File: src/rtl/fault_pkg.sv
// fault group package: register map, reset values, category bits,
// carrier structs and the fault code to category decode.
// assumes a 32-bit classic Wishbone slave with word-aligned registers.
package fault_pkg;

  // ==========================================================
  // register byte offsets
  localparam logic [7:0] OFS_THERM_ACTION = 8'h00;
  localparam logic [7:0] OFS_THERM_LEVEL = 8'h04;
  localparam logic [7:0] OFS_SNAP_FCMD = 8'h08;
  localparam logic [7:0] OFS_SNAP_FOUT = 8'h0c;
  localparam logic [7:0] OFS_SNAP_VOUT = 8'h10;
  localparam logic [7:0] OFS_MASK0 = 8'h14; // four masks, word apart
  localparam logic [7:0] OFS_AIN_FUNC0 = 8'h24; // three channels
  localparam logic [7:0] OFS_STATUS = 8'h30;
  localparam logic [7:0] OFS_STRIDE = 8'h04;

  // ==========================================================
  // widths, counts and reset values
  localparam int NUM_MASK = 4;
  localparam int NUM_AIN = 3;
  localparam int GRP_W = 7;
  localparam logic [1:0] THERM_ACTION_RST = 2'h0;
  localparam logic [9:0] THERM_LEVEL_RST = 10'h1f4; // 50.0 percent
  localparam logic [9:0] THERM_LEVEL_MAX = 10'h3e8; // 100.0 percent
  localparam logic [7:0] AIN_FUNC_THERM = 8'h06;
  localparam logic [15:0] MASK_RST = 16'h0000;
  localparam logic [7:0] AIN_FUNC_RST = 8'h00;

  // ==========================================================
  // category bit positions
  localparam int GRP_CURRENT = 0;
  localparam int GRP_VOLTAGE = 1;
  localparam int overload_group_bit = 2;
  localparam int system_group_bit = 3;
  localparam int feedback_group_bit = 4;
  localparam int external_group_bit = 5;
  localparam int GRP_COMM = 6;

  // thermistor reaction, encoded as software writes it
  typedef enum logic [1:0] {
    ACT_WARN_RUN = 2'h0,
    ACT_WARN_RAMP = 2'h1,
    ACT_WARN_COAST = 2'h2,
    ACT_SILENT = 2'h3
  } therm_action_t;

  // live values captured together on a malfunction
  typedef struct packed {
    logic [15:0] freq_cmd; // 0.01 Hz units
    logic [15:0] out_freq; // 0.01 Hz units
    logic [15:0] out_volt; // 0.1 V units
  } snap_t;

  // thermistor reaction outputs
  typedef struct packed {
    logic warn;
    logic ramp_stop;
    logic coast_stop;
  } therm_out_t;

  // fault code to category vector; unlisted codes give zero
  function automatic logic [GRP_W-1:0] fault_category(
      input logic [7:0] code);
    logic [GRP_W-1:0] g;
    g = '0;
    case (code)
      // RULE_01 undervolt and phase loss
      8'd11, 8'd12, 8'd13, 8'd14, 8'd15: g[GRP_VOLTAGE] = 1'b1;
      // RULE_02 decel backup voltage
      8'd62: g[GRP_VOLTAGE] = 1'b1;
      // RULE_03 overload group codes
      8'd21, 8'd27, 8'd87: g[overload_group_bit] = 1'b1;
      // RULE_04 torque and thermal relay
      8'd128, 8'd129, 8'd134, 8'd135: g[overload_group_bit] = 1'b1;
      // RULE_05 current group codes
      8'd28, 8'd79, 8'd80, 8'd82: g[GRP_CURRENT] = 1'b1;
      // RULE_06 memory and detection errors
      8'd31, 8'd33, 8'd34, 8'd35, 8'd36, 8'd37:
        g[system_group_bit] = 1'b1;
      // RULE_07 tuning, password, version
      8'd40, 8'd52, 8'd127, 8'd142: g[system_group_bit] = 1'b1;
      // RULE_08 safety loop codes
      8'd72, 8'd76, 8'd77, 8'd78: g[system_group_bit] = 1'b1;
      // RULE_09 feedback group codes
      8'd45, 8'd48, 8'd89: g[feedback_group_bit] = 1'b1;
      // RULE_10 external group codes
      8'd49, 8'd50, 8'd51, 8'd61, 8'd63: g[external_group_bit] = 1'b1;
      // RULE_11 timeout and fieldbus faults
      8'd58, 8'd101, 8'd102, 8'd104, 8'd105, 8'd106, 8'd107:
        g[GRP_COMM] = 1'b1;
      // RULE_12 internal link errors
      8'd121, 8'd123, 8'd124, 8'd126: g[GRP_COMM] = 1'b1;
      // RULE_21 unlisted codes clear all
      default: g = '0;
    endcase
    return g;
  endfunction

endpackage

File: src/rtl/fault_group_unit.sv
// fault group unit: category decode, fault output masks, malfunction
// snapshots and thermistor trip reaction behind a Wishbone slave.
// assumes fault strobe, code and live values come from logic on I_CLK.
//
// Overview of operation
// RULE_01 - low-voltage 11-14 and phase loss 15 set voltage
// RULE_02 - code 62 sets voltage bit
// RULE_03 - codes 21, 27, 87 set overload
// RULE_04 - codes 128, 129, 134, 135 set overload
// RULE_05 - codes 28, 79, 80, 82 set current
// RULE_06 - codes 31, 33-37 set system bit
// RULE_07 - codes 40, 52, 127, 142 set system
// RULE_08 - safety codes 72, 76-78 set system
// RULE_09 - codes 45, 48, 89 set feedback
// RULE_10 - codes 49-51, 61, 63 set external
// RULE_11 - codes 58, 101-107 set communication; the decode leaves out code 103
// RULE_12 - codes 121, 123, 124, 126 set communication
// RULE_13 - thermistor reaction chosen by 2-bit select
// RULE_14 - trip level 0-100 percent, reset 50
// RULE_15 - detect only with channel function six
// RULE_16 - capture frequency command on malfunction
// RULE_17 - capture output frequency on malfunction
// RULE_18 - capture output voltage on malfunction
// RULE_19 - records keep latest, ignore software writes
// RULE_20 - masks drive terminals on category overlap
// RULE_21 - unassigned codes give zero category vector
// RULE_22 - all records captured with fault code
`timescale 1ns/100ps

module fault_group_unit #(
  parameter logic [15:0] AIN_FULL = 16'hffff // analog full scale
) (
  input wire logic I_CLK,
  input wire logic I_NRST,
  input wire logic I_CE,
  // classic Wishbone slave
  input wire logic I_WB_CYC,
  input wire logic I_WB_STB,
  input wire logic I_WB_WE,
  input wire logic [7:0] I_WB_ADR,
  input wire logic [3:0] I_WB_SEL,
  input wire logic [31:0] I_WB_DAT,
  output logic [31:0] O_WB_DAT,
  output logic O_WB_ACK,
  // malfunction event and live values
  input wire logic I_FAULT_VALID,
  input wire logic [7:0] I_FAULT_CODE,
  input wire fault_pkg::snap_t I_LIVE,
  input wire logic [fault_pkg::NUM_AIN-1:0][15:0] I_AIN_LEVEL,
  // results
  output logic [fault_pkg::GRP_W-1:0] O_FAULT_GROUP,
  output logic [fault_pkg::NUM_MASK-1:0] O_FAULT_TERM,
  output fault_pkg::therm_out_t O_THERM
);
  import fault_pkg::*;

  // ==========================================================
  // state
  logic [1:0] therm_action; // reaction select
  logic [9:0] therm_level; // tenths of a percent
  logic [15:0] mask [NUM_MASK]; // terminal masks
  logic [7:0] ain_func [NUM_AIN]; // per-channel function code
  snap_t snap; // last malfunction record
  logic [7:0] last_code; // latched fault code
  logic [31:0] rd_data; // read mux result
  logic wr_en; // write commits this edge
  logic therm_en; // some channel is a thermistor
  logic [15:0] therm_sample; // chosen channel sample
  logic therm_over; // sample at or above level

  // scaled compare, product widths kept explicit
  function automatic logic above_level(input logic [15:0] sample,
      input logic [9:0] level);
    logic [25:0] lhs;
    logic [25:0] rhs;
    lhs = 26'(sample) * 26'(THERM_LEVEL_MAX);
    rhs = 26'(level) * 26'(AIN_FULL);
    return lhs >= rhs;
  endfunction

  // ==========================================================
  // bus: one-cycle answer, write lands on the acked edge
  assign wr_en = I_WB_CYC && I_WB_STB && I_WB_WE && O_WB_ACK;

  // ack rises one edge after the request, drops the next
  always_ff @(posedge I_CLK or negedge I_NRST) begin
    if (!I_NRST) begin
      O_WB_ACK <= 1'b0;
    end else if (I_CE) begin
      O_WB_ACK <= I_WB_CYC && I_WB_STB && !O_WB_ACK;
    end
  end

  // read mux; unmapped offsets read zero and still ack
  always_comb begin
    rd_data = '0;
    case (I_WB_ADR)
      OFS_THERM_ACTION: rd_data[1:0] = therm_action;
      OFS_THERM_LEVEL: rd_data[9:0] = therm_level;
      OFS_SNAP_FCMD: rd_data[15:0] = snap.freq_cmd;
      OFS_SNAP_FOUT: rd_data[15:0] = snap.out_freq;
      OFS_SNAP_VOUT: rd_data[15:0] = snap.out_volt;
      OFS_STATUS: rd_data[15:0] = {therm_over, O_FAULT_GROUP, last_code};
      default: begin
        for (int m = 0; m < NUM_MASK; m++) begin
          if (I_WB_ADR == 8'(OFS_MASK0 + 8'(m) * OFS_STRIDE)) begin
            rd_data[15:0] = mask[m];
          end
        end
        for (int c = 0; c < NUM_AIN; c++) begin
          if (I_WB_ADR == 8'(OFS_AIN_FUNC0 + 8'(c) * OFS_STRIDE)) begin
            rd_data[7:0] = ain_func[c];
          end
        end
      end
    endcase
  end

  // read data registered with the ack
  always_ff @(posedge I_CLK or negedge I_NRST) begin
    if (!I_NRST) begin
      O_WB_DAT <= '0;
    end else if (I_CE && I_WB_CYC && I_WB_STB && !O_WB_ACK) begin
      O_WB_DAT <= rd_data;
    end
  end

  // ==========================================================
  // control registers
  // RULE_13 reaction select register
  always_ff @(posedge I_CLK or negedge I_NRST) begin
    if (!I_NRST) begin
      therm_action <= THERM_ACTION_RST;
    end else if (I_CE && wr_en && I_WB_ADR == OFS_THERM_ACTION &&
                 I_WB_SEL[0]) begin
      therm_action <= I_WB_DAT[1:0];
    end
  end

  // RULE_14 trip level, clamped to full scale
  always_ff @(posedge I_CLK or negedge I_NRST) begin
    if (!I_NRST) begin
      therm_level <= THERM_LEVEL_RST;
    end else if (I_CE && wr_en && I_WB_ADR == OFS_THERM_LEVEL &&
                 I_WB_SEL[1:0] == 2'h3) begin
      if (I_WB_DAT[15:0] > 16'(THERM_LEVEL_MAX)) begin
        therm_level <= THERM_LEVEL_MAX;
      end else begin
        therm_level <= I_WB_DAT[9:0];
      end
    end
  end

  // masks and channel functions, byte lanes honoured
  always_ff @(posedge I_CLK or negedge I_NRST) begin
    if (!I_NRST) begin
      for (int m = 0; m < NUM_MASK; m++) mask[m] <= MASK_RST;
      for (int c = 0; c < NUM_AIN; c++) ain_func[c] <= AIN_FUNC_RST;
    end else if (I_CE && wr_en) begin
      for (int m = 0; m < NUM_MASK; m++) begin
        if (I_WB_ADR == 8'(OFS_MASK0 + 8'(m) * OFS_STRIDE)) begin
          if (I_WB_SEL[0]) mask[m][7:0] <= I_WB_DAT[7:0];
          if (I_WB_SEL[1]) mask[m][15:8] <= I_WB_DAT[15:8];
        end
      end
      for (int c = 0; c < NUM_AIN; c++) begin
        if (I_WB_ADR == 8'(OFS_AIN_FUNC0 + 8'(c) * OFS_STRIDE) &&
            I_WB_SEL[0]) begin
          ain_func[c] <= I_WB_DAT[7:0];
        end
      end
    end
  end

  // ==========================================================
  // malfunction capture
  // RULE_16 RULE_17 RULE_18 RULE_22 one-edge capture
  // snapshot writes from the bus are never decoded here,
  // so the records stay read-only
  always_ff @(posedge I_CLK or negedge I_NRST) begin
    if (!I_NRST) begin
      snap <= '0;
      last_code <= '0;
    end else if (I_CE && I_FAULT_VALID) begin
      // RULE_19 newest event overwrites
      snap <= I_LIVE;
      last_code <= I_FAULT_CODE;
    end
  end

  // RULE_21 category decoded from the same code
  always_ff @(posedge I_CLK or negedge I_NRST) begin
    if (!I_NRST) begin
      O_FAULT_GROUP <= '0;
    end else if (I_CE && I_FAULT_VALID) begin
      O_FAULT_GROUP <= fault_category(I_FAULT_CODE);
    end
  end

  // RULE_20 terminal on any mask overlap, one edge later
  always_ff @(posedge I_CLK or negedge I_NRST) begin
    if (!I_NRST) begin
      O_FAULT_TERM <= '0;
    end else if (I_CE) begin
      for (int m = 0; m < NUM_MASK; m++) begin
        O_FAULT_TERM[m] <= |(mask[m][GRP_W-1:0] & O_FAULT_GROUP);
      end
    end
  end

  // ==========================================================
  // thermistor detection
  // RULE_15 lowest assigned channel is the sensor
  always_comb begin
    therm_en = 1'b0;
    therm_sample = '0;
    for (int c = NUM_AIN - 1; c >= 0; c--) begin
      if (ain_func[c] == AIN_FUNC_THERM) begin
        therm_en = 1'b1;
        therm_sample = I_AIN_LEVEL[c];
      end
    end
  end

  // RULE_14 compare against the programmed level
  assign therm_over = therm_en && above_level(therm_sample, therm_level);

  // RULE_13 reaction per select, registered
  always_ff @(posedge I_CLK or negedge I_NRST) begin
    if (!I_NRST) begin
      O_THERM <= '0;
    end else if (I_CE) begin
      O_THERM <= '0;
      if (therm_over) begin
        case (therm_action_t'(therm_action))
          ACT_WARN_RUN: O_THERM.warn <= 1'b1;
          ACT_WARN_RAMP: begin
            O_THERM.warn <= 1'b1;
            O_THERM.ramp_stop <= 1'b1;
          end
          ACT_WARN_COAST: begin
            O_THERM.warn <= 1'b1;
            O_THERM.coast_stop <= 1'b1;
          end
          default: O_THERM <= '0; // silent reaction
        endcase
      end
    end
  end
endmodule

File: config.mk
export PLATFORM = sky130hd
export DESIGN_NAME = fault_group_unit
export DESIGN_NICKNAME = d
export VERILOG_FILES = /design/src/rtl/fault_pkg.sv /design/src/rtl/fault_group_unit.sv
export SDC_FILE = /design/constraint.sdc
export NUM_CORES = 1
export LEC_CHECK = 0
export CORE_MARGIN = 1
export CORE_UTILIZATION = 50
export CTS_CLUSTER_DIAMETER = 40
export DETAILED_ROUTE_END_ITERATION = 8
export DONT_BUFFER_PORTS = 1
export GPL_TIMING_DRIVEN = 0
export PLACE_DENSITY = 0.71
export SKIP_LAST_GASP = 1
export SLEW_MARGIN = 20
export SYNTH_ARGS = -nofsm -noshare
export SYNTH_HDL_FRONTEND = slang
export SYNTH_SLANG_ARGS = --single-unit
File: constraint.sdc
create_clock -name I_CLK -period 13.7 [get_ports I_CLK]
set_clock_uncertainty 0.05 [all_clocks]
set_input_delay 1.37 -clock I_CLK [delete_from_list [all_inputs] [get_ports I_CLK]]
set_output_delay 1.37 -clock I_CLK [all_outputs]
set_load 0.01 [all_outputs]
==> results of run 1 <==
## report_power, final
part | total [uW] | internal (uW) | switching [uW]
Combinational | 96.2 | 45.2 | 50.9
Sequential | 622 | 587 | 34.1
Clock | 466 | 238 | 228
## metal layers
metal | vias to the layer above | wire length (um)
li1 | 5462 | -
met5 | - | 0
met3 | 81 | 3070
met4 | 0 | 1210
met2 | 433 | 20300
met1 | 6011 | 16300
## kinds of logic after synthesis
| family | count (synthesis) |
|---|---|
| compound gates | 338 |
| xor+xnor | 35 |
| fa+ha+maj | 235 |
| buf+inv | 242 |
| flops | 187 |
| mux | 170 |
| other cells | 1 |
| simple gates | 310 |
## per-stage QoR
step	cell area, um2	setup slack, ps	power [uW]
after detailed placement	16100	4910	726
final	16600	4910	1180
after CTS	16600	4880	1180
after global routing	16600	4340	1220
after floorplan	15600	6340	692
after global placement	16100	4980	722
## flip-flops by register name, summed over array words and instances, names as in the netlist
signal and cells:
O_WB_ACK 1, mask 64, O_WB_DAT 16, O_FAULT_GROUP 7
last_code 8, ain_func 24, therm_level 10, snap 48
therm_action 2, O_FAULT_TERM 4, O_THERM 3
## worst max path at each step
stage,from,end,slack (ps),depth (start not counted)
after floorplan,ain_func[15]$_DFFE_PN0P_,O_WB_DAT[15]$_DFFE_PN0P_,6340,26
after global placement,ain_func[8]$_DFFE_PN0P_,O_WB_DAT[15]$_DFFE_PN0P_,4980,26
after detailed placement,ain_func[8]$_DFFE_PN0P_,O_THERM[0]$_DFFE_PN0P_,4910,26
after CTS,ain_func[8]$_DFFE_PN0P_,O_THERM[0]$_DFFE_PN0P_,4880,26
after global routing,ain_func[8]$_DFFE_PN0P_,O_THERM[0]$_DFFE_PN0P_,4340,26
final,ain_func[8]$_DFFE_PN0P_,O_THERM[0]$_DFFE_PN0P_,4910,26
## cell usage in the layout (no fill, tap or decap), types with 6 or more instances in the layout
cell type / Yosys / routed
a2111oi_0: 8 / 8
a211oi_1: 13 / 13
a21o_1: 25 / 25
a21oi_1: 61 / 61
a221oi_1: 9 / 9
a222oi_1: 15 / 15
a22o_1: 13 / 13
a22oi_1: 34 / 34
a31oi_1: 10 / 10
a41oi_1: 7 / 7
buf_4: 16 / 16
clkbuf_1: 50 / 52
clkbuf_16: 0 / 17
conb_1: 1 / 16
dfrtp_1: 181 / 181
dfstp_2: 6 / 6
fa_1: 98 / 98
ha_1: 136 / 136
inv_1: 167 / 167
mux2_2: 152 / 152
mux2i_1: 17 / 17
nand2_1: 64 / 64
nand2b_1: 16 / 16
nand3_1: 21 / 21
nand3b_1: 7 / 7
nand4_1: 6 / 6
nor2_1: 105 / 105
nor2b_1: 9 / 9
nor3_1: 18 / 18
nor4_1: 9 / 8
o211ai_1: 11 / 11
o21a_1: 8 / 8
o21ai_0: 60 / 60
o22ai_1: 14 / 14
o31ai_1: 6 / 6
xnor2_1: 21 / 21
xor2_1: 14 / 14
## cell type report
type                            instances  area (um2)  area share (%)
Tap cell                              396         495            2.98
Clock inverter                         13         111           0.670
Multi-Input combinational cell       1104        9900            59.6
Clock buffer                           19         433            2.61
Buffer                                 75         355            2.14
Sequential cell                       187        4690            28.2
Antenna cell                            1        2.50          0.0151
Inverter                              167         627            3.77
==> results.ini, run 1 <==
[clock_network]
htreeDepth = 4
cts_resized = 0
max-clock-path-buffers = 2
cts.sinks = 187
holdBufCountCts = 0
cts_tree = done
cts_buffers = 17
postCtsSetupRepairBufs = 0
cts_root_buffer = clkbuf_16
clock_latency_ps = 440
clkSlewWorstSetupHoldPaths_ps = 70

[logic_synthesis]
synthTopCellsByArea = dfrtp_1 29%, fa_1 13%, mux2_2 11%
synth_edf_count = 0
async_flop_share_pct = 100
synth_mux_area_share_pct = 12.3
synth_seq_cells = 187
syn_avg_cell_area_um2 = 10.2
synth_top_family_by_area = adder cells
synthAdderAreaFrac_pct = 23.7
yosysUniqueCellTypes = 80
netlist_top_cells_count = 181 x dfrtp_1, 167 x inv_1, 152 x mux2_2
synth_xor_area_share_pct = 1.98
yosysSeqAreaShare_pct = 30.2
synth_area_mm2 = 0.0155
synth_compound_area_share_pct = 15.2
synth_top_area_share_pct = 29.2
netlist_instances = 1518
yosysWarnings = 0
yosys.cell_count.top_type = dfrtp_1
synth-main-ff-cell = dfrtp_1
synth_top_area_cell = dfrtp_1
yosys.area_share.simple_pct = 10.3

[setup_path]
cp-end-kind = register
slowest_stage = or4b_2
criticalPathCategory = reg -> reg
required_ps = 13920
reg2reg_to = O_THERM[0]$_DFFE_PN0P_
cp_data_arrival_time_ps = 9010
r2r-start = ain_func[8]$_DFFE_PN0P_
path_delay_family = adder cells
worstRegToRegCells = 26
crit_fanout = 10
ff2ff_setup_slack_ps = 4910
startpoint_type = register
worst-path-buf-inv = 3
slowest_delay_ps = 620
path_common_cell = fa_1

[global_routing]
grtUsageTotal_pct = 26.3
grt_use_met1_pct = 31.9
grt_max_degree = 188
grt-busiest-layer = met2
grt_pass1_vias = 12000
antenna_found_initial = 1
use_met3_pct = 6.16
grt_overflow = 0
met2_usage_pct = 45.6
grt_pass1_wl_um = 64100

[floorplan]
die_w_um = 178
fp.dieH_um = 178
initial_core_util_pct = 50.7
dieArea_mm2 = 0.0317
core-area_mm2 = 0.0306
pin_count = 202
rows = 64

[route]
vias = 12000
antenna_left = 0
drt_iter0_drc = 1015
avgViaCountPerCell = 6.11
first_pass_iters = 6
post-route-drc-count = 0
wl_per_cell_um = 20.8
wirelength_um = 40900

[pwr]
ir_drop_mv = 0.0957
leakagePower_uw = 0.00786
powerDensity_mw_per_mm2 = 71.2

[place]
hpwl_um = 32100
dp.cells = 1929
routabilityCongestion = 0.955
portBuffers = 0

[layout]
fillerInstances = 2732
fin_nets = 1941
areaGrowthSynthToFinish_pct = 7.12
drive_gt1_share_pct = 15.0
fin_util_pct = 54.3
final_cells = 1962

[timing]
slew_headroom_pct = 23.2
period_share_pct = 64.1
hold_viol = 0
holdWs_ps = 457
fin_crit_ps = 8790
rsz0062_at_grt = no
report.final.slew_viol_count = 0
max_slew.worst_pin.slew_ps = 1150
setup_viol = 0
clock.fmax_ghz = 0.114
setup_tns_ps = 0

[hold_path]
hold_depth = 1
hold_path.startpoint = snap[47]$_DFFE_PN0P_
hp-class = reg -> reg
min_to = snap[47]$_DFFE_PN0P_

[status]
status = finished clean

[flow_run]
drv_cap = 0

(Power assumes the default switching activity.)
==> inputs of run 2 (changes only) <==
clock period = 9 ns   (was 13.7 ns; I/O delays follow)
==> run 2 against run 1 <==
Net effect:
- first-iteration DRC count down 13%
- critical path depth unchanged
- sequential power up 52%
- total power up 52%
- combinational power up 52%
- count of clock-buffer cells in the layout unchanged
- final area about the same
- clock power up 53%
- sequential share of layout area about the same
==> results.ini, run 2 (synthesis results as in run 1) <==
[timing]
holdWs_ps = 96.9  ; -360 ps
clock.fmax_ghz = 0.120  ; +5.5%
max_slew.worst_pin.slew_ps = 1140  ; -7.87 ps
setup_viol = 0  ; unchanged
rsz0062_at_grt = no
hold_viol = 0  ; unchanged
slew_headroom_pct = 23.7  ; +0.53 points
fin_crit_ps = 8330  ; -461 ps
period_share_pct = 92.5  ; +28 points
setup_tns_ps = 0  ; unchanged
report.final.slew_viol_count = 0  ; unchanged

[route]
post-route-drc-count = 0  ; unchanged
first_pass_iters = 5  ; -1
antenna_left = 0  ; unchanged
vias = 12000  ; +0.14%
wirelength_um = 40900  ; about the same
drt_iter0_drc = 888  ; -13%
avgViaCountPerCell = 6.12  ; +0.14%
wl_per_cell_um = 20.9  ; about the same

[floorplan]
dieArea_mm2 = 0.0317  ; unchanged
core-area_mm2 = 0.0306  ; unchanged
rows = 64  ; unchanged
fp.dieH_um = 178  ; unchanged
pin_count = 202  ; unchanged
initial_core_util_pct = 50.7  ; unchanged
die_w_um = 178  ; unchanged

[setup_path]
startpoint_type = register
ff2ff_setup_slack_ps = 670  ; -4240 ps
reg2reg_to = O_THERM[0]$_DFFE_PN0P_
r2r-start = ain_func[8]$_DFFE_PN0P_
criticalPathCategory = reg -> reg
cp-end-kind = register
crit_fanout = 10  ; unchanged
cp_data_arrival_time_ps = 8570  ; -440 ps
worstRegToRegCells = 26  ; unchanged
required_ps = 9250  ; -4670 ps

[clock_network]
holdBufCountCts = 0  ; unchanged
clkSlewWorstSetupHoldPaths_ps = 70  ; about the same
clock_latency_ps = 440  ; about the same
cts_resized = 0  ; unchanged
cts_tree = done
htreeDepth = 4  ; unchanged
cts_buffers = 17  ; unchanged
cts_root_buffer = clkbuf_16
postCtsSetupRepairBufs = 0  ; unchanged
max-clock-path-buffers = 2  ; unchanged
cts.sinks = 187  ; unchanged

[place]
hpwl_um = 32100  ; unchanged
portBuffers = 0  ; unchanged
routabilityCongestion = 0.955  ; unchanged

[global_routing]
grtUsageTotal_pct = 26.3  ; unchanged
grt_pass1_wl_um = 64100  ; unchanged
grt_pass1_vias = 12000  ; unchanged
antenna_found_initial = 1  ; unchanged
grt_overflow = 0  ; unchanged
grt_max_degree = 188  ; unchanged

[pwr]
leakagePower_uw = 0.00786  ; about the same
ir_drop_mv = 0.144  ; +51%
powerDensity_mw_per_mm2 = 109  ; +52%

[layout]
drive_gt1_share_pct = 15.1  ; +0.13 points
top_register = mask
reg_top3 = mask: 64 flops, snap: 48 flops, ain_func: 24 flops
final_cell_mix = 181 x dfrtp_1, 167 x inv_1, 152 x mux2_2
areaGrowthSynthToFinish_pct = 7.17  ; about the same
fin_nets = 1941  ; unchanged
largest_reg_flops = 64  ; unchanged
final_common_cell = dfrtp_1

[status]
status = finished clean

[flow_run]
drv_cap = 0  ; unchanged

[hold_path]
hp-class = in -> async

## run 2: cell counts in the layout (fill, tap and decap cells not counted)
Identical to the previous run, type by type.
## run 2: per-layer routing
layer	up-vias	share of wire [%]	track usage, %
met3	93	8.0	6.16
li1	5463	-	-
met5	-	0	0
met4	0	3.1	9.12
met2	439	50	45.6
met1	6009	39	31.9
## run 2: stage by stage
| stage | util [%] | power (uW) | cells | area [um2] | setup slack (ps) |
|---|---|---|---|---|---|
| after floorplan | - | 1050 | 1533 | 15600 | 1640 |
| after global placement | 52.5 | 1100 | 1929 | 16100 | 282 |
| after detailed placement | 52.5 | 1100 | 1929 | 16100 | 214 |
| after CTS | 54.3 | 1800 | 1961 | 16600 | 177 |
| after global routing | 54.3 | 1850 | 1961 | 16600 | 165 |
| final | 54.3 | 1800 | 1962 | 16600 | 674 |
## run 2: worst max-delay path: stages (launching register included)
cell      delay (ps)
dfrtp_1          440
or4bb_1          540
nor2_2           380
nor2_1           220
clkbuf_1         270
a221oi_1         400
nor2_1           230
fa_1             610
inv_1             80
fa_1             500
fa_1             540
fa_1             550
inv_1             40
ha_1             330
o21a_1           200
o31a_1           130
o311a_1          350
o21ai_0          320
or4b_2           620
nand3_1          100
ha_1             240
o21ai_0          140
o21ai_0          110
o211ai_1         100
a21oi_1          110
a211oi_2         410
o22ai_1          160
## run 2: final cells by class
type	instances	area [um2]
plain buffers	75	355
inverters	167	627
clock inverters	13	111
well taps	396	495
clock buffers	19	433
multi-input cells	1104	9910
diodes	1	2.50
flip-flops and latches	187	4690
fillers	2730	14000
## run 2: worst max-delay path by stage
stage | startpoint | endpoint | cells after the start
2_1_floorplan | ain_func[15]$_DFFE_PN0P_ | O_WB_DAT[15]$_DFFE_PN0P_ | 26
3_3_place_gp | ain_func[8]$_DFFE_PN0P_ | O_WB_DAT[15]$_DFFE_PN0P_ | 26
3_5_place_dp | ain_func[8]$_DFFE_PN0P_ | O_THERM[0]$_DFFE_PN0P_ | 26
4_1_cts | ain_func[8]$_DFFE_PN0P_ | O_THERM[0]$_DFFE_PN0P_ | 26
5_1_grt | ain_func[8]$_DFFE_PN0P_ | O_THERM[0]$_DFFE_PN0P_ | 26
6_report | ain_func[8]$_DFFE_PN0P_ | O_THERM[0]$_DFFE_PN0P_ | 26
## run 2: where the power goes
group          switching, uW  internal (uW)
Combinational           77.6           68.8
Sequential              52.0            894
Clock                    350            362
